### config.mk
export PLATFORM = sky130hd
export DESIGN_NAME = address_latch_recovery_stack
export DESIGN_NICKNAME = d
export VERILOG_FILES = /design/src/rtl/addr_stack_pkg.sv /design/src/rtl/address_latch_recovery_stack.sv
export SDC_FILE = /design/constraint.sdc
export NUM_CORES = 1
export LEC_CHECK = 0
export BUFFER_PORTS_ARGS = -buffer_cell sky130_fd_sc_hd__buf_4
export CORE_MARGIN = 3
export CORE_UTILIZATION = 60
export DETAILED_ROUTE_END_ITERATION = 6
export PLACE_DENSITY = 0.82
export SYNTH_ARGS = -nofsm -noshare
export SYNTH_HDL_FRONTEND = slang
export SYNTH_SLANG_ARGS = --single-unit
### constraint.sdc
create_clock -name mclk -period 5.1 [get_ports mclk]
set_clock_uncertainty 0.1 [all_clocks]
set_input_delay 1.02 -clock mclk [delete_from_list [all_inputs] [get_ports mclk]]
set_output_delay 1.02 -clock mclk [all_outputs]
set_load 0.02 [all_outputs]
### src/rtl/addr_stack_pkg.sv
`default_nettype none
package addr_stack_pkg;
   // Bus and stack geometry
   localparam int          DATA_W      = 8;
   localparam int          STACK_DEPTH = 4;
   localparam int          IDX_W       = 2;
   // History locations in the extended bank
   localparam logic [7:0]  ADDR_HIST_TWO   = 8'h4e;
   localparam logic [7:0]  ADDR_HIST_OTHER = 8'h4f;
   // Control register A, holds the bank select bit
   localparam logic [7:0]  ADDR_CTRL_A     = 8'h0a;
   // Stack slot read back at each history location
   localparam logic [1:0]  SLOT_TWO        = 2'h2;
   localparam logic [1:0]  SLOT_OTHER      = 2'h3;
   // Idle pattern on the data bus
   localparam logic [7:0]  DATA_IDLE       = 8'h00;
endpackage : addr_stack_pkg
`default_nettype wire

### src/rtl/address_latch_recovery_stack.sv
// Notes on behaviour
// RULE1 - Address latched on strobe fall, used after
// RULE2 - Each latch pushes history, older entries shift
// RULE3 - Four entries: current plus three older
// RULE4 - History readable at two extended-bank locations
// RULE5 - Host accesses 0Ah first, pushing lost address
// RULE6 - 4Eh returns address two strobes earlier
// RULE7 - Firmware reissues recovered address, then resumes
// RULE8 - Reads never alter stack; history read-only
`default_nettype none
module address_latch_recovery_stack
   import addr_stack_pkg::*;
(
   // Clock and reset
   input  wire logic              mclk,
   input  wire logic              reset_n,
   // Multiplexed host bus pins
   input  wire logic              addr_strobe,
   input  wire logic              chip_sel_n,
   input  wire logic              rd_n,
   input  wire logic [DATA_W-1:0] ad_in,
   output logic      [DATA_W-1:0] ad_out,
   output logic                   ad_oe_n,
   // Latched address of the current access
   output logic      [DATA_W-1:0] cur_addr
);

   // Reset release synchroniser
   logic       rst_s1;                  // First stage, read only by second
   logic       rst_n_i;                 // Released reset for the block

   // Assert at once, release two edges later so every flop reset by rst_n_i leaves reset together
   always_ff @(posedge mclk or negedge reset_n) begin
      if (!reset_n) begin
         rst_s1  <= 1'b0;
         rst_n_i <= 1'b0;
      end else begin
         rst_s1  <= 1'b1;
         rst_n_i <= rst_s1;
      end
   end

   // Pin synchronisers: three stages, change counts when 2 and 3 agree
   logic [2:0] ale_sy;                  // Strobe sync chain
   logic [2:0] cs_sy;                   // Chip select sync chain
   logic [2:0] rd_sy;                   // Read strobe sync chain
   logic       ale_q;                   // Filtered strobe level
   logic       cs_q;                    // Filtered chip select, active low
   logic       rd_q;                    // Filtered read strobe, active low
   logic       next_ale_q;
   logic       next_cs_q;
   logic       next_rd_q;

   // Filter: accept a level only once the two late stages agree
   always_comb begin
      next_ale_q = (ale_sy[1] == ale_sy[2]) ? ale_sy[2] : ale_q;
      next_cs_q  = (cs_sy[1] == cs_sy[2]) ? cs_sy[2] : cs_q;
      next_rd_q  = (rd_sy[1] == rd_sy[2]) ? rd_sy[2] : rd_q;
   end

   // Chains reset to the idle pin levels, so no false edge follows reset:
   // the strobe idles low, chip select and read idle high
   always_ff @(posedge mclk or negedge rst_n_i) begin
      if (!rst_n_i) begin
         ale_sy <= 3'h0;
         cs_sy  <= 3'h7;
         rd_sy  <= 3'h7;
         ale_q  <= 1'b0;
         cs_q   <= 1'b1;
         rd_q   <= 1'b1;
      end else begin
         ale_sy <= {ale_sy[1:0], addr_strobe};
         cs_sy  <= {cs_sy[1:0], chip_sel_n};
         rd_sy  <= {rd_sy[1:0], rd_n};
         ale_q  <= next_ale_q;
         cs_q   <= next_cs_q;
         rd_q   <= next_rd_q;
      end
   end

   // Address bus sampled alongside the strobe so it stays aligned.
   // Address must hold across the fall, so a 3-deep delay is safe.
   logic [DATA_W-1:0] ad_d1;            // Bus, stage one
   logic [DATA_W-1:0] ad_d2;            // Bus, stage two
   logic [DATA_W-1:0] ad_d3;            // Bus, stage three
   // No agreement filter here: the host keeps the bus steady around the fall
   always_ff @(posedge mclk or negedge rst_n_i) begin
      if (!rst_n_i) begin
         ad_d1 <= DATA_IDLE;
         ad_d2 <= DATA_IDLE;
         ad_d3 <= DATA_IDLE;
      end else begin
         ad_d1 <= ad_in;
         ad_d2 <= ad_d1;
         ad_d3 <= ad_d2;
      end
   end

   // Falling edge of the filtered strobe marks one capture.
   // Taken from the next level, so the push lines up with ad_d3.
   logic ale_fall;                      // One-cycle capture pulse
   assign ale_fall = ale_q && !next_ale_q;

   // History stack, slot 0 is the current address
   logic [DATA_W-1:0] stack      [STACK_DEPTH];
   logic [DATA_W-1:0] next_stack [STACK_DEPTH];

   // Push on capture only; reads never touch the stack
   always_comb begin
      for (int i = 0; i < STACK_DEPTH; i++) begin
         next_stack[i] = stack[i];
      end
      if (ale_fall) begin                                  // RULE8
         next_stack[0] = ad_d3;                            // RULE1
         for (int i = 1; i < STACK_DEPTH; i++) begin       // RULE3
            next_stack[i] = stack[i-1];                    // RULE2
         end
         // The oldest entry falls off the end; no overflow flag is kept
      end
   end

   // The pins carry no reset pattern; all-zero slots are this block's choice
   always_ff @(posedge mclk or negedge rst_n_i) begin
      if (!rst_n_i) begin
         for (int i = 0; i < STACK_DEPTH; i++) begin
            stack[i] <= DATA_IDLE;
         end
      end else begin
         for (int i = 0; i < STACK_DEPTH; i++) begin
            stack[i] <= next_stack[i];
         end
      end
   end

   assign cur_addr = stack[0];

   // True when the latched address is one of the two history locations
   function automatic logic hist_hit(input logic [DATA_W-1:0] a);
      hist_hit = (a == ADDR_HIST_TWO) || (a == ADDR_HIST_OTHER);
   endfunction : hist_hit

   // Read data path: registered; other addresses leave the bus idle
   logic [DATA_W-1:0] next_ad_out;
   logic              next_ad_oe_n;
   // A read only answers while the latched address points at history
   always_comb begin
      next_ad_out  = DATA_IDLE;
      next_ad_oe_n = 1'b1;
      if (!cs_q && !rd_q && hist_hit(stack[0])) begin      // RULE4
         next_ad_oe_n = 1'b0;
         if (stack[0] == ADDR_HIST_TWO) begin
            next_ad_out = stack[SLOT_TWO];                 // RULE6
         end else begin
            next_ad_out = stack[SLOT_OTHER];
         end
      end
   end

   // Registered so the pins never show the slot mux settling.
   // The price is one more cycle before read data stands.
   always_ff @(posedge mclk or negedge rst_n_i) begin
      if (!rst_n_i) begin
         ad_out  <= DATA_IDLE;
         ad_oe_n <= 1'b1;
      end else begin
         ad_out  <= next_ad_out;
         ad_oe_n <= next_ad_oe_n;
      end
   end

   // Checks, all held off until the released reset is high.
   // Each one watches state that the block itself drives.
   // A capture moves slot 0 down into slot 1 and slot 2 down into slot 3
   a_push_shift_order: assert property (@(posedge mclk) disable iff (!rst_n_i) // RULE2
      ale_fall |=> (stack[1] == $past(stack[0]) && stack[3] == $past(stack[2])))
      else $error("stack did not shift on capture");

   // The new top entry is the bus value aligned with the strobe
   a_capture_bus_value: assert property (@(posedge mclk) disable iff (!rst_n_i) // RULE1
      ale_fall |=> stack[0] == $past(ad_d3))
      else $error("captured address wrong");

   // No capture, no change at the ends of the stack
   a_stack_hold_idle: assert property (@(posedge mclk) disable iff (!rst_n_i) // RULE8
      !ale_fall |=> $stable(stack[0]) && $stable(stack[3]))
      else $error("stack changed without capture");

   // Nor in the middle slots, so a read cannot disturb them
   a_stack_hold_mid: assert property (@(posedge mclk) disable iff (!rst_n_i) // RULE8
      !ale_fall |=> $stable(stack[1]) && $stable(stack[2]))
      else $error("middle slots changed without capture");

   // The first location answers with the entry two captures back
   a_read_slot_two: assert property (@(posedge mclk) disable iff (!rst_n_i) // RULE6
      (!cs_q && !rd_q && stack[0] == ADDR_HIST_TWO && !ale_fall)
      |=> (!ad_oe_n && ad_out == $past(stack[2])))
      else $error("slot two read wrong");

   // The second location answers with the oldest entry
   a_read_slot_other: assert property (@(posedge mclk) disable iff (!rst_n_i) // RULE4
      (!cs_q && !rd_q && stack[0] == ADDR_HIST_OTHER && !ale_fall)
      |=> (!ad_oe_n && ad_out == $past(stack[3])))
      else $error("oldest slot read wrong");

   // Any other latched address leaves the bus undriven
   a_read_unmapped_idle: assert property (@(posedge mclk) disable iff (!rst_n_i) // RULE4
      !hist_hit(stack[0]) |=> ad_oe_n)
      else $error("bus driven for unmapped address");

   // Dropping select or read releases the bus one edge later
   a_read_release: assert property (@(posedge mclk) disable iff (!rst_n_i) // RULE4
      (cs_q || rd_q) |=> ad_oe_n)
      else $error("bus driven without select and read");

   // Data lines rest at the idle pattern while not driven
   a_oe_data_idle: assert property (@(posedge mclk) disable iff (!rst_n_i) // RULE4
      ad_oe_n |-> ad_out == DATA_IDLE)
      else $error("data not idle while released");

   // The third slot takes the second, so the former oldest is gone
   a_oldest_dropped: assert property (@(posedge mclk) disable iff (!rst_n_i) // RULE3
      ale_fall |=> (stack[2] == $past(stack[1]) && stack[3] == $past(stack[2])))
      else $error("oldest entry not replaced on capture");

endmodule : address_latch_recovery_stack
`default_nettype wire

* After elaboration in Yosys (flattened, before gate mapping)
Index checks and enable logic that the tools add are counted.
** Storage, ports and cells
- Bits in writable memories :: 0
- Memory bits (read-only) :: 0
- Bits in latches :: 0
- Word-level logic and storage cells :: 33
- Input bits :: 13
- Memories kept :: 0
- Flip-flop bits (word level) :: 79
- Output and inout bits :: 17
** Cells by class
- Div/mod/pow operators :: 0
- Shift operators :: 0
- Equality and inequality tests :: 5
- Multipliers :: 0
- Add/subtract/negate cells :: 0
- Order comparisons :: 0
- Bitwise operators :: 0
- Multiplexer cells :: 4
- Reductions and logical operators :: 7
** Operators with widths (count)
- 8-bit by 7-bit == test with 1-bit output (second input constant) :: 2
- 8-bit two-way mux :: 2
- 1-bit == test :: 3
- 1-bit logical AND :: 3
- 1-bit logical NOT :: 3
- 1-bit two-way mux :: 2
- 1-bit logical OR :: 1

* Logic depth before layout (Yosys ltp)
Gate-level depths: netlist (run 1).
- Depth after elaboration :: 4
- Gate-level depth with buffers :: 3
- Mapped depth without buffers :: 2

* Least setup slack after synthesis (run 1)
OpenSTA, ideal clock, no wires.
- Path type :: register -> output
- From :: register ad_oe_n
- To :: output ad_oe_n
- Buffers on the path :: 0
- Data required time :: 3.980 ns
- Path slack :: 3.426 ns
- Cell stages (with the launch flop) :: 1
- Data arrival time :: 0.554 ns
- Cell sequence :: dfstp_2
** RTL lines
- start: declaration :: line address_latch_recovery_stack.sv:23 : output logic ad_oe_n,
- start signal: assignment :: line address_latch_recovery_stack.sv:167 : ad_oe_n <= next_ad_oe_n;
No word-level cell between the ends.

* Worst setup path after layout (run 1)
- From :: register stack, in the netlist cur_addr[0]
- To :: output cur_addr[0]
** RTL lines
- start: declaration :: line address_latch_recovery_stack.sv:105 : logic [DATA_W-1:0] stack [STACK_DEPTH];
- start signal: indexed assignment :: line address_latch_recovery_stack.sv:130 : stack[i] <= next_stack[i];
- end: declaration :: line address_latch_recovery_stack.sv:25 : output logic [DATA_W-1:0] cur_addr
No word-level cell between the ends.

==> flow_results.xml, run 1 <==
<?xml version="1.0" encoding="UTF-8"?>
<metrics>
  <group name="clock_tree">
    <metric name="clock_tree_from_tritoncts" unit="">done</metric>
    <metric name="clk_latency" unit="ns">0.34</metric>
    <metric name="cts.clk_slew.worst_paths" unit="ns">0.07</metric>
    <metric name="cts.repair_timing.setup_buffer_count" unit="">0</metric>
    <metric name="clock-root-buffer" unit="">sky130_fd_sc_hd__clkbuf_8</metric>
    <metric name="cts.htree.levels" unit="">3</metric>
    <metric name="clock-sinks" unit="">79</metric>
    <metric name="cts_repair_resize_count" unit="">0</metric>
    <metric name="max-clock-path-buffers" unit="">2</metric>
    <metric name="cts-buffers-inserted" unit="">9</metric>
    <metric name="postCtsHoldBufs" unit="">0</metric>
  </group>
  <group name="floorplan">
    <metric name="ios" unit="">30</metric>
    <metric name="initial_utilization" unit="%">64.0</metric>
    <metric name="die_h" unit="um">72.5</metric>
    <metric name="die_width" unit="um">72.5</metric>
    <metric name="row_count" unit="">23</metric>
    <metric name="floorplan.die_area" unit="um2">5250</metric>
    <metric name="floorplan.core_area" unit="um2">4140</metric>
  </group>
  <group name="cells_and_area">
    <metric name="final_nets" unit="">191</metric>
    <metric name="final_cells" unit="">233</metric>
    <metric name="area.growth.synth_to_final" unit="%">13.7</metric>
    <metric name="number_of_antenna_cells_inserted" unit="">0</metric>
    <metric name="multi_input_area" unit="um2">568</metric>
    <metric name="final_layout_size_suffix_gt1_share" unit="%">47.5</metric>
    <metric name="fillCellCount" unit="">274</metric>
    <metric name="regArea" unit="um2">1990</metric>
  </group>
  <group name="timing">
    <metric name="post-route-period-util" unit="%">46.3</metric>
    <metric name="finalHoldViolations" unit="">0</metric>
    <metric name="final_period_minus_worst_setup_slack" unit="ns">2.36</metric>
    <metric name="tns" unit="ns">0</metric>
    <metric name="transition_time_at_the_pin_with_the_least_slew_margin" unit="ns">0.582</metric>
    <metric name="max-slew-margin-rel" unit="%">61.2</metric>
    <metric name="max_freq" unit="GHz">0.423</metric>
    <metric name="finalSetupViolations" unit="">0</metric>
    <metric name="count_of_final_max_slew_check_failures" unit="">0</metric>
    <metric name="rsz0062_at_grt" unit="">no</metric>
    <metric name="final.hold.worst_slack" unit="ns">0.173</metric>
  </group>
  <group name="status">
    <metric name="outcome" unit="">finished clean</metric>
  </group>
  <group name="pwr">
    <metric name="vdd_ir_drop_max" unit="mV">0.271</metric>
    <metric name="power.leakage" unit="nW">1.37</metric>
    <metric name="power_density" unit="nW/um2">479</metric>
  </group>
  <group name="drt">
    <metric name="wl_per_cell" unit="um">15.4</metric>
    <metric name="ant_nets" unit="">0</metric>
    <metric name="vias" unit="">1258</metric>
    <metric name="avgViaCountPerCell" unit="">5.40</metric>
    <metric name="first_pass_iters" unit="">4</metric>
    <metric name="dr.first_iter.drc_count" unit="">80</metric>
    <metric name="wirelength" unit="um">3590</metric>
    <metric name="drcViolationCount" unit="">0</metric>
  </group>
  <group name="critical_path">
    <metric name="timing.critical_path.buf_inv" unit="">1</metric>
    <metric name="criticalPathCategory" unit="">reg -&gt; out</metric>
    <metric name="critical_path.cell_chain" unit="">buf_4</metric>
    <metric name="crit_path_max_fanout" unit="">11</metric>
    <metric name="worstSetupEndpointType" unit="">primary output</metric>
    <metric name="worst_path_max_delay_cell" unit="">sky130_fd_sc_hd__dfrtp_1</metric>
    <metric name="arrival" unit="ns">1.24</metric>
    <metric name="cp_data_required_time" unit="ns">3.98</metric>
    <metric name="cpLargestDelayFamily" unit="">flip-flops</metric>
    <metric name="worstSetupStartpointType" unit="">flip-flop</metric>
    <metric name="critPathMaxStageDelay" unit="ns">0.67</metric>
  </group>
  <group name="synthesis">
    <metric name="synthesis.instances" unit="">150</metric>
    <metric name="share_of_the_synthesized_area_in_the_top_cell_type" unit="%">66.0</metric>
    <metric name="synth_top_cell_by_area" unit="">sky130_fd_sc_hd__dfrtp_1</metric>
    <metric name="synth_edf_count" unit="">0</metric>
    <metric name="async_set_or_reset_register_ratio_after_synthesis" unit="%">100</metric>
    <metric name="main_synth_ff_type" unit="">sky130_fd_sc_hd__dfrtp_1</metric>
    <metric name="synth.avg_cell_area" unit="um2">17.7</metric>
    <metric name="yosysUniqueCellTypes" unit="">15</metric>
    <metric name="yosysWarningCount" unit="">0</metric>
    <metric name="synthMostInstantiatedCell" unit="">sky130_fd_sc_hd__dfrtp_1</metric>
    <metric name="synth_area_leaders" unit="">sky130_fd_sc_hd__dfrtp_1 (66%), sky130_fd_sc_hd__mux2_2 (14%), sky130_fd_sc_hd__dfstp_2 (8.9%), sky130_fd_sc_hd__buf_4 (3.1%), sky130_fd_sc_hd__mux2i_1 (3.0%)</metric>
    <metric name="ys_seq_elements" unit="">79</metric>
    <metric name="postSynthNetCount" unit="">163</metric>
    <metric name="synthesis.area" unit="um2">2650</metric>
    <metric name="synth.yosys.seq_area_share" unit="%">75.0</metric>
    <metric name="synth.cells.most_frequent" unit="">sky130_fd_sc_hd__dfrtp_1 (70), sky130_fd_sc_hd__mux2_2 (32), sky130_fd_sc_hd__buf_4 (11)</metric>
  </group>
  <group name="global_routing">
    <metric name="global_route.overflow_total" unit="">0</metric>
    <metric name="grt_pass1_wl" unit="um">6400</metric>
    <metric name="grt_util_all_layers" unit="%">16.8</metric>
    <metric name="grt_start_max_net_pins" unit="">50</metric>
    <metric name="grt_antenna_before_repair" unit="">0</metric>
    <metric name="grt_pass1_vias" unit="">1327</metric>
  </group>
  <group name="place">
    <metric name="buffer_ports.inserted" unit="">29</metric>
    <metric name="placed_cells_incl_taps" unit="">217</metric>
    <metric name="dp_hpwl" unit="um">2310</metric>
    <metric name="routability_congestion_estimate_from_global_placement" unit="">0.699</metric>
  </group>
  <group name="job">
    <metric name="maxCapViolations" unit="">0</metric>
  </group>
  <group name="hold_path">
    <metric name="min-delay-path-class" unit="">reg -&gt; async</metric>
  </group>
</metrics>
[cell type report]
type                            instances  area share [%]
Sequential cell                        79            66.0
Clock buffer                           14            5.06
Timing Repair Buffer                   31            7.72
Multi-Input combinational cell         57            18.8
Tap cell                               50            2.07
Clock inverter                          2           0.332
[power breakdown]
| part | switching [mW] | total, mW | internal (mW) |
|---|---|---|---|
| sequential | 0.0885 | 0.840 | 0.752 |
| combinational | 0.0874 | 0.218 | 0.130 |
| clock | 0.196 | 0.385 | 0.189 |
| total | 0.372 | 1.44 | 1.07 |
[layout by cell type (no fill, tap or decap), drive strengths merged, types with 2 or more instances in the layout]
cell type  count
mux2          32
nor4           8
dfstp          9
clkbuf        14
buf           31
mux2i          8
or3            2
maj3           3
clkinv         2
dfrtp         70
[registers in the layout, summed over array words and instances (netlist names)]
signal    cells
ad_oe_n       1
ad_d1         8
cur_addr      8
ad_d3         8
rst_n_i       1
cs_sy         3
ale_sy        3
stack        24
rd_sy         3
ale_q         1
rd_q          1
rst_s1        1
ad_d2         8
ad_out        8
cs_q          1
[worst register-to-register path, delay by kind of cell (launching register included)]
kind	cells	cell delay, ns
DFF	1	0.42
muxes	1	0.40
buffers and inverters	1	0.38
and+or+nand+nor	1	0.19
[stage by stage]
step	power, mW	setup slack (ns)	area, um2	utilization [%]
after floorplan	1.01	2.65	2650	-
after global placement	1.05	3.11	2850	68.8
after detailed placement	1.07	3.10	2850	68.8
after CTS	1.46	2.72	3020	72.8
after global routing	1.52	2.66	3020	72.8
final	1.44	2.74	3020	72.8
[logic make-up after synthesis]
family / count (synthesis) / synth area share [%]
other cells: 1 / 0.141
mux: 40 / 16.6
buf+inv: 14 / 3.87
flops: 79 / 75.0
simple gates: 13 / 3.30
fa+ha+maj: 3 / 1.13
[routing by layer]
metal | vias to the layer above | track usage (%) | part of all wire, % | wire, um
li1 | 568 | - | - | -
met1 | 651 | 21.5 | 45 | 1610
met2 | 33 | 25.2 | 48 | 1730
met3 | 6 | 6.51 | 5.0 | 181
met4 | 0 | 8.61 | 2.0 | 70
met5 | - | 0 | 0 | 0
[final timing paths]
check / from / cells past startpoint / slack [ns] / end
max in group asynchronous: rst_n_i$_DFF_PN0_ / 1 / 3.73 / rd_q$_DFFE_PN1N_
worst min register to register: rst_n_i$_DFF_PN0_ / 0 / 0.17 / stack[14]$_DFFE_PN0P_
worst min-delay path: rst_n_i$_DFF_PN0_ / 0 / 0.17 / stack[14]$_DFFE_PN0P_
min in group mclk: ad_d1[3]$_DFF_PN0_ / 0 / 0.25 / ad_d2[3]$_DFF_PN0_
worst max register to register: ale_sy[2]$_DFF_PN0_ / 3 / 3.50 / stack[23]$_DFFE_PN0P_
worst max-delay path: cur_addr[0]$_DFFE_PN0P_ / 1 / 2.74 / cur_addr[0]
(Power assumes the default switching activity.)
==> run 2, diff against run 1 <==
CORE_UTILIZATION = 51   (was 60)
PLACE_DENSITY = 0.74   (was 0.82)
clock period = 2 ns   (was 5.1 ns; I/O delays follow)
==> run 2 against run 1 <==
Compared with the run above: count of clock-buffer cells in the layout decreased by 1; setup slack worse by 2.5 ns; flip-flop and latch count did not move; critical path type unchanged; final cell count increased by 8.2%; die area is 16% higher; wire length shrank 2.8%; highest routed layer unchanged; register-to-register slack got worse by 3.0 ns; first-iteration DRC count is 7.5% higher; global-route usage shrank 3.5 points; final area grew 3.2%; largest power group unchanged.
==> flow_results.xml, run 2 (synthesis results as in run 1) <==
<?xml version="1.0" encoding="UTF-8"?>
<metrics>
  <group name="pwr">
    <metric name="power.leakage" unit="nW">1.40</metric>
    <metric name="vdd_ir_drop_max" unit="mV">0.708</metric>
    <metric name="fin_total_pwr" unit="mW">3.87</metric>
    <metric name="power_density" unit="nW/um2">1240</metric>
  </group>
  <group name="floorplan">
    <metric name="floorplan.core_area" unit="um2">4880</metric>
    <metric name="floorplan.die_area" unit="um2">6100</metric>
    <metric name="die_h" unit="um">78.1</metric>
    <metric name="die_width" unit="um">78.1</metric>
    <metric name="ios" unit="">30</metric>
    <metric name="initial_utilization" unit="%">54.4</metric>
    <metric name="row_count" unit="">25</metric>
  </group>
  <group name="job">
    <metric name="maxCapViolations" unit="">0</metric>
  </group>
  <group name="timing">
    <metric name="max-slew-margin-rel" unit="%">63.1</metric>
    <metric name="max_freq" unit="GHz">0.570</metric>
    <metric name="transition_time_at_the_pin_with_the_least_slew_margin" unit="ns">0.553</metric>
    <metric name="finalHoldViolations" unit="">0</metric>
    <metric name="count_of_final_max_slew_check_failures" unit="">0</metric>
    <metric name="post-route-period-util" unit="%">87.7</metric>
    <metric name="rsz0062_at_grt" unit="">no</metric>
    <metric name="tns" unit="ns">0</metric>
    <metric name="final_period_minus_worst_setup_slack" unit="ns">1.75</metric>
    <metric name="finalSetupViolations" unit="">0</metric>
  </group>
  <group name="drt">
    <metric name="ant_nets" unit="">0</metric>
    <metric name="first_pass_iters" unit="">4</metric>
    <metric name="vias" unit="">1241</metric>
    <metric name="wl_per_cell" unit="um">13.8</metric>
    <metric name="avgViaCountPerCell" unit="">4.92</metric>
    <metric name="drcViolationCount" unit="">0</metric>
    <metric name="dr.first_iter.drc_count" unit="">86</metric>
    <metric name="wirelength" unit="um">3490</metric>
  </group>
  <group name="clock_tree">
    <metric name="cts.repair_timing.setup_buffer_count" unit="">0</metric>
    <metric name="max-clock-path-buffers" unit="">2</metric>
    <metric name="cts.htree.levels" unit="">3</metric>
    <metric name="cts.clk_slew.worst_paths" unit="ns">0.07</metric>
    <metric name="clk_latency" unit="ns">0.33</metric>
    <metric name="cts_repair_resize_count" unit="">0</metric>
    <metric name="clock_tree_from_tritoncts" unit="">done</metric>
    <metric name="cts-buffers-inserted" unit="">9</metric>
    <metric name="clock-sinks" unit="">79</metric>
    <metric name="clock-root-buffer" unit="">sky130_fd_sc_hd__clkbuf_8</metric>
  </group>
  <group name="global_routing">
    <metric name="grt_start_max_net_pins" unit="">48</metric>
    <metric name="grt_pass1_wl" unit="um">6010</metric>
    <metric name="global_route.overflow_total" unit="">0</metric>
    <metric name="grt_pass1_vias" unit="">1304</metric>
    <metric name="grt_antenna_before_repair" unit="">0</metric>
    <metric name="grt_util_all_layers" unit="%">13.3</metric>
  </group>
  <group name="critical_path">
    <metric name="worstSetupEndpointType" unit="">primary output</metric>
    <metric name="arrival" unit="ns">1.25</metric>
    <metric name="worstSetupStartpointType" unit="">flip-flop</metric>
    <metric name="critPathMaxStageDelay" unit="ns">0.68</metric>
    <metric name="critical_path.cell_chain" unit="">buf_4</metric>
    <metric name="crit_path_max_fanout" unit="">11</metric>
    <metric name="cpLargestDelayFamily" unit="">flip-flops</metric>
    <metric name="cp_data_required_time" unit="ns">1.50</metric>
    <metric name="criticalPathCategory" unit="">reg -&gt; out</metric>
    <metric name="worst_path_max_delay_cell" unit="">sky130_fd_sc_hd__dfrtp_1</metric>
    <metric name="timing.critical_path.buf_inv" unit="">1</metric>
  </group>
  <group name="status">
    <metric name="outcome" unit="">finished clean</metric>
  </group>
  <group name="cells_and_area">
    <metric name="final_layout_size_suffix_gt1_share" unit="%">49.2</metric>
    <metric name="final_nets" unit="">193</metric>
    <metric name="fillCellCount" unit="">357</metric>
    <metric name="area.growth.synth_to_final" unit="%">17.4</metric>
    <metric name="final_common_cell" unit="">sky130_fd_sc_hd__dfrtp_1</metric>
    <metric name="mostFrequentLayoutCells" unit="">sky130_fd_sc_hd__dfrtp_1 (69), sky130_fd_sc_hd__mux2_2 (32), sky130_fd_sc_hd__buf_4 (31), sky130_fd_sc_hd__clkbuf_8 (12), sky130_fd_sc_hd__dfstp_2 (9)</metric>
    <metric name="regMostFlops" unit="">stack</metric>
    <metric name="largest_register_ff_count" unit="">24</metric>
    <metric name="number_of_antenna_cells_inserted" unit="">0</metric>
  </group>
  <group name="hold_path">
    <metric name="min-delay-path-class" unit="">in -&gt; reg</metric>
  </group>
  <group name="place">
    <metric name="routability_congestion_estimate_from_global_placement" unit="">0.711</metric>
    <metric name="buffer_ports.inserted" unit="">29</metric>
    <metric name="dp_hpwl" unit="um">2370</metric>
  </group>
</metrics>
## run 2: cell type report
class / instances / area [um2] / area share [%]
Clock inverter: 3 / 40.0 / 1.29
Tap cell: 67 / 83.8 / 2.69
Clock buffer: 13 / 169 / 5.43
Multi-Input combinational cell: 57 / 568 / 18.2
Sequential cell: 79 / 1990 / 63.9
Timing Repair Buffer: 33 / 263 / 8.44
## run 2: worst paths after layout
path	depth (start not counted)	slack, ns	startpoint	end
min in group asynchronous	1	0.18	rst_n_i$_DFF_PN0_	stack[22]$_DFFE_PN0P_
setup reg to reg	2	0.53	cur_addr[5]$_DFFE_PN0P_	ad_oe_n$_DFF_PN1_
setup / recovery	1	0.25	cur_addr[0]$_DFFE_PN0P_	cur_addr[0]
hold / removal	1	0.07	rd_n	rd_sy[0]$_DFF_PN1_
max in group asynchronous	1	1.17	rst_n_i$_DFF_PN0_	rd_sy[0]$_DFF_PN1_
hold reg to reg	1	0.18	rst_n_i$_DFF_PN0_	stack[22]$_DFFE_PN0P_
## run 2: where the power goes
part	switching [mW]	total, mW	internal, mW
logic	0.233	0.572	0.338
registers	0.205	2.12	1.92
clock network	0.506	1.18	0.675
total	0.944	3.87	2.93
## run 2: per-stage QoR
step | area, um2 | instances | utilization, % | hold WS, ns | setup WS (ns)
floorplan | 2650 | 150 | - | 0.00441 | 0.560
global placement | 2890 | 235 | 59.3 | 0.0824 | 0.557
detailed placement | 2890 | 235 | 59.3 | 0.0850 | 0.523
CTS | 3110 | 252 | 63.8 | 0.0560 | 0.226
global route | 3110 | 252 | 63.8 | 0.0471 | 0.183
finish | 3110 | 252 | 63.8 | 0.0696 | 0.245
## run 2: layer usage
metal / track usage (%) / vias up / part of all wire, % / wire (um)
met5: 0 / - / 0 / 0
met4: 6.29 / 0 / 2.1 / 74
met3: 5.85 / 8 / 6.5 / 228
met2: 20.9 / 34 / 49 / 1710
met1: 15.7 / 632 / 42 / 1470
li1: - / 567 / - / -
## run 2: repair_timing
action	in CTS	in global routing
hold buffers	1	0
hold endpoints to repair	2	0
endpoints found under the setup margin	0	0
==> run 3, diff against run 2 <==
CORE_UTILIZATION = 56   (was 51)
PLACE_DENSITY = 0.77   (was 0.74)
clock period = 1.9 ns   (was 2 ns; I/O delays follow)
==> run 3 against run 2 <==
Compared with the run above: wire length up 0.69%; utilization up 5.9 points; worst hold slack worse by 0.024 ns; non-clock buffer count unchanged; critical endpoint unchanged; highest routed layer unchanged.
==> flow_results.xml, run 3 (synthesis results as in run 1) <==
<?xml version="1.0" encoding="UTF-8"?>
<metrics>
  <group name="status">
    <metric name="outcome" unit="">finished clean</metric>
  </group>
  <group name="global_routing">
    <metric name="global_route.overflow_total" unit="">0</metric>
    <metric name="grt_pass1_wl" unit="um">5880</metric>
    <metric name="grt_start_max_net_pins" unit="">50</metric>
    <metric name="grt_util_all_layers" unit="%">14.7</metric>
    <metric name="grt_pass1_vias" unit="">1269</metric>
    <metric name="grt_antenna_before_repair" unit="">0</metric>
  </group>
  <group name="clock_tree">
    <metric name="max-clock-path-buffers" unit="">2</metric>
    <metric name="cts.clk_slew.worst_paths" unit="ns">0.08</metric>
    <metric name="clock-sinks" unit="">79</metric>
    <metric name="cts-buffers-inserted" unit="">9</metric>
    <metric name="cts.htree.levels" unit="">3</metric>
    <metric name="cts.repair_timing.setup_buffer_count" unit="">0</metric>
    <metric name="clock-root-buffer" unit="">sky130_fd_sc_hd__clkbuf_8</metric>
    <metric name="clk_latency" unit="ns">0.33</metric>
    <metric name="clock_tree_from_tritoncts" unit="">done</metric>
  </group>
  <group name="cells_and_area">
    <metric name="final_cells" unit="">237</metric>
    <metric name="number_of_antenna_cells_inserted" unit="">0</metric>
    <metric name="final_nets" unit="">193</metric>
    <metric name="mostFrequentLayoutCells" unit="">sky130_fd_sc_hd__dfrtp_1 (69), sky130_fd_sc_hd__mux2_2 (32), sky130_fd_sc_hd__buf_4 (31), sky130_fd_sc_hd__clkbuf_8 (12), sky130_fd_sc_hd__dfstp_2 (9)</metric>
    <metric name="regMostFlops" unit="">stack</metric>
    <metric name="final_layout_size_suffix_gt1_share" unit="%">49.2</metric>
    <metric name="final_common_cell" unit="">sky130_fd_sc_hd__dfrtp_1</metric>
    <metric name="largest_register_ff_count" unit="">24</metric>
    <metric name="area.growth.synth_to_final" unit="%">17.6</metric>
  </group>
  <group name="critical_path">
    <metric name="worstSetupStartpointType" unit="">flip-flop</metric>
    <metric name="arrival" unit="ns">1.25</metric>
    <metric name="cpLargestDelayFamily" unit="">flip-flops</metric>
    <metric name="cp-startpoint" unit="">cur_addr[0]$_DFFE_PN0P_</metric>
    <metric name="cp_data_required_time" unit="ns">1.42</metric>
    <metric name="worst_path_max_delay_cell" unit="">sky130_fd_sc_hd__dfrtp_1</metric>
    <metric name="worstSetupEndpointType" unit="">primary output</metric>
    <metric name="reg2regPathDepth" unit="">2</metric>
    <metric name="crit_path_max_fanout" unit="">11</metric>
    <metric name="critPathMaxStageDelay" unit="ns">0.68</metric>
    <metric name="timing.critical_path.buf_inv" unit="">1</metric>
    <metric name="worst_r2r_startpoint" unit="">cur_addr[5]$_DFFE_PN0P_</metric>
    <metric name="path_depth" unit="">1</metric>
    <metric name="criticalPathCategory" unit="">reg -&gt; out</metric>
    <metric name="critical_path.cell_chain" unit="">buf_4</metric>
  </group>
  <group name="floorplan">
    <metric name="die_width" unit="um">74.8</metric>
    <metric name="ios" unit="">30</metric>
    <metric name="row_count" unit="">24</metric>
    <metric name="die_h" unit="um">74.8</metric>
    <metric name="floorplan.die_area" unit="um2">5600</metric>
    <metric name="initial_utilization" unit="%">59.3</metric>
    <metric name="floorplan.core_area" unit="um2">4470</metric>
  </group>
  <group name="timing">
    <metric name="rsz0062_at_grt" unit="">no</metric>
    <metric name="final.hold.worst_slack" unit="ns">0.0455</metric>
    <metric name="max-slew-margin-rel" unit="%">61.5</metric>
    <metric name="tns" unit="ns">0</metric>
    <metric name="post-route-period-util" unit="%">90.9</metric>
    <metric name="finalHoldViolations" unit="">0</metric>
    <metric name="transition_time_at_the_pin_with_the_least_slew_margin" unit="ns">0.577</metric>
    <metric name="max_freq" unit="GHz">0.579</metric>
    <metric name="setup_ws" unit="ns">0.174</metric>
    <metric name="finalSetupViolations" unit="">0</metric>
    <metric name="count_of_final_max_slew_check_failures" unit="">0</metric>
    <metric name="final_period_minus_worst_setup_slack" unit="ns">1.73</metric>
  </group>
  <group name="drt">
    <metric name="ant_nets" unit="">0</metric>
    <metric name="vias" unit="">1238</metric>
    <metric name="first_pass_iters" unit="">4</metric>
    <metric name="drcViolationCount" unit="">0</metric>
    <metric name="wl_per_cell" unit="um">14.8</metric>
    <metric name="avgViaCountPerCell" unit="">5.22</metric>
    <metric name="dr.first_iter.drc_count" unit="">89</metric>
    <metric name="wirelength" unit="um">3510</metric>
  </group>
  <group name="pwr">
    <metric name="clockPowerShare" unit="%">32.9</metric>
    <metric name="power_density" unit="nW/um2">1350</metric>
    <metric name="vdd_ir_drop_max" unit="mV">0.704</metric>
    <metric name="netSwitchingFraction" unit="%">23.7</metric>
    <metric name="power.net_switching" unit="mW">1.00</metric>
    <metric name="p_int" unit="mW">3.22</metric>
    <metric name="power.leakage" unit="nW">1.42</metric>
    <metric name="power_frac_seq" unit="%">52.9</metric>
    <metric name="combPwrFrac" unit="%">14.2</metric>
    <metric name="fin_total_pwr" unit="mW">4.22</metric>
  </group>
  <group name="place">
    <metric name="pre_cts_slack" unit="ns">0.437</metric>
    <metric name="dp_hpwl" unit="um">2320</metric>
    <metric name="placed_cells_incl_taps" unit="">220</metric>
    <metric name="routability_congestion_estimate_from_global_placement" unit="">0.696</metric>
    <metric name="buffer_ports.inserted" unit="">29</metric>
  </group>
  <group name="hold_path">
    <metric name="min-delay-path-class" unit="">in -&gt; reg</metric>
    <metric name="hold_path.startpoint" unit="">addr_strobe</metric>
    <metric name="hold_path_depth" unit="">1</metric>
  </group>
  <group name="job">
    <metric name="maxCapViolations" unit="">0</metric>
  </group>
</metrics>
run 3: cell types whose count changed in the layout (fill, tap and decap cells not counted), sizes merged:
cell    change
bufinv      +1
clkinv      -1
run 3: final timing paths:
path	slack, ns	end
worst min register to register	0.17	ad_d2[6]$_DFF_PN0_
worst max register to register	0.40	ad_out[2]$_DFF_PN0_
worst min-delay path	0.05	ale_sy[0]$_DFF_PN0_
max in group asynchronous	1.05	cur_addr[0]$_DFFE_PN0P_
worst max-delay path	0.17	cur_addr[0]
min in group asynchronous	0.17	ad_d2[6]$_DFF_PN0_
run 3: layout make-up:
| type | instances | area [um2] |
|---|---|---|
| tap | 52 | 65.1 |
| clock buffer | 13 | 169 |
| fill | 298 | 1360 |
| timing repair buffer | 33 | 263 |
| sequential | 79 | 1990 |
| multi-input combinational | 57 | 568 |
| clock inverter | 3 | 65.1 |
run 3: power by group through the flow:
stage / combinational, mW / sequential, mW / clock, mW
floorplan: 0.518 / 2.20 / 0
global placement: 0.579 / 2.24 / 0
detailed placement: 0.608 / 2.27 / 0
CTS: 0.612 / 2.24 / 1.43
global route: 0.656 / 2.28 / 1.50
finish: 0.598 / 2.23 / 1.39
run 3: layer usage:
| metal | part of all wire (%) | GRT usage [%] | wire length (um) | vias to the layer above |
|---|---|---|---|---|
| met5 | 0 | 0 | 0 | - |
| met4 | 2.2 | 9.49 | 78 | 0 |
| met3 | 5.5 | 5.47 | 193 | 7 |
| met2 | 49 | 21.6 | 1720 | 33 |
| met1 | 43 | 18.5 | 1520 | 626 |
| li1 | - | - | - | 572 |
run 3: metrics by stage:
stage	util [%]	cell area, um2
after floorplan	-	2650
final	69.7	3120
after detailed placement	64.3	2880
after CTS	69.7	3120
after global routing	69.7	3120
after global placement	64.3	2880
run 3: timing repair:
item	4_1_cts	5_1_grt
hold buffers	1	0
resized for setup	0	0
endpoints found under the hold margin	2	0
setup endpoints to repair	0	0
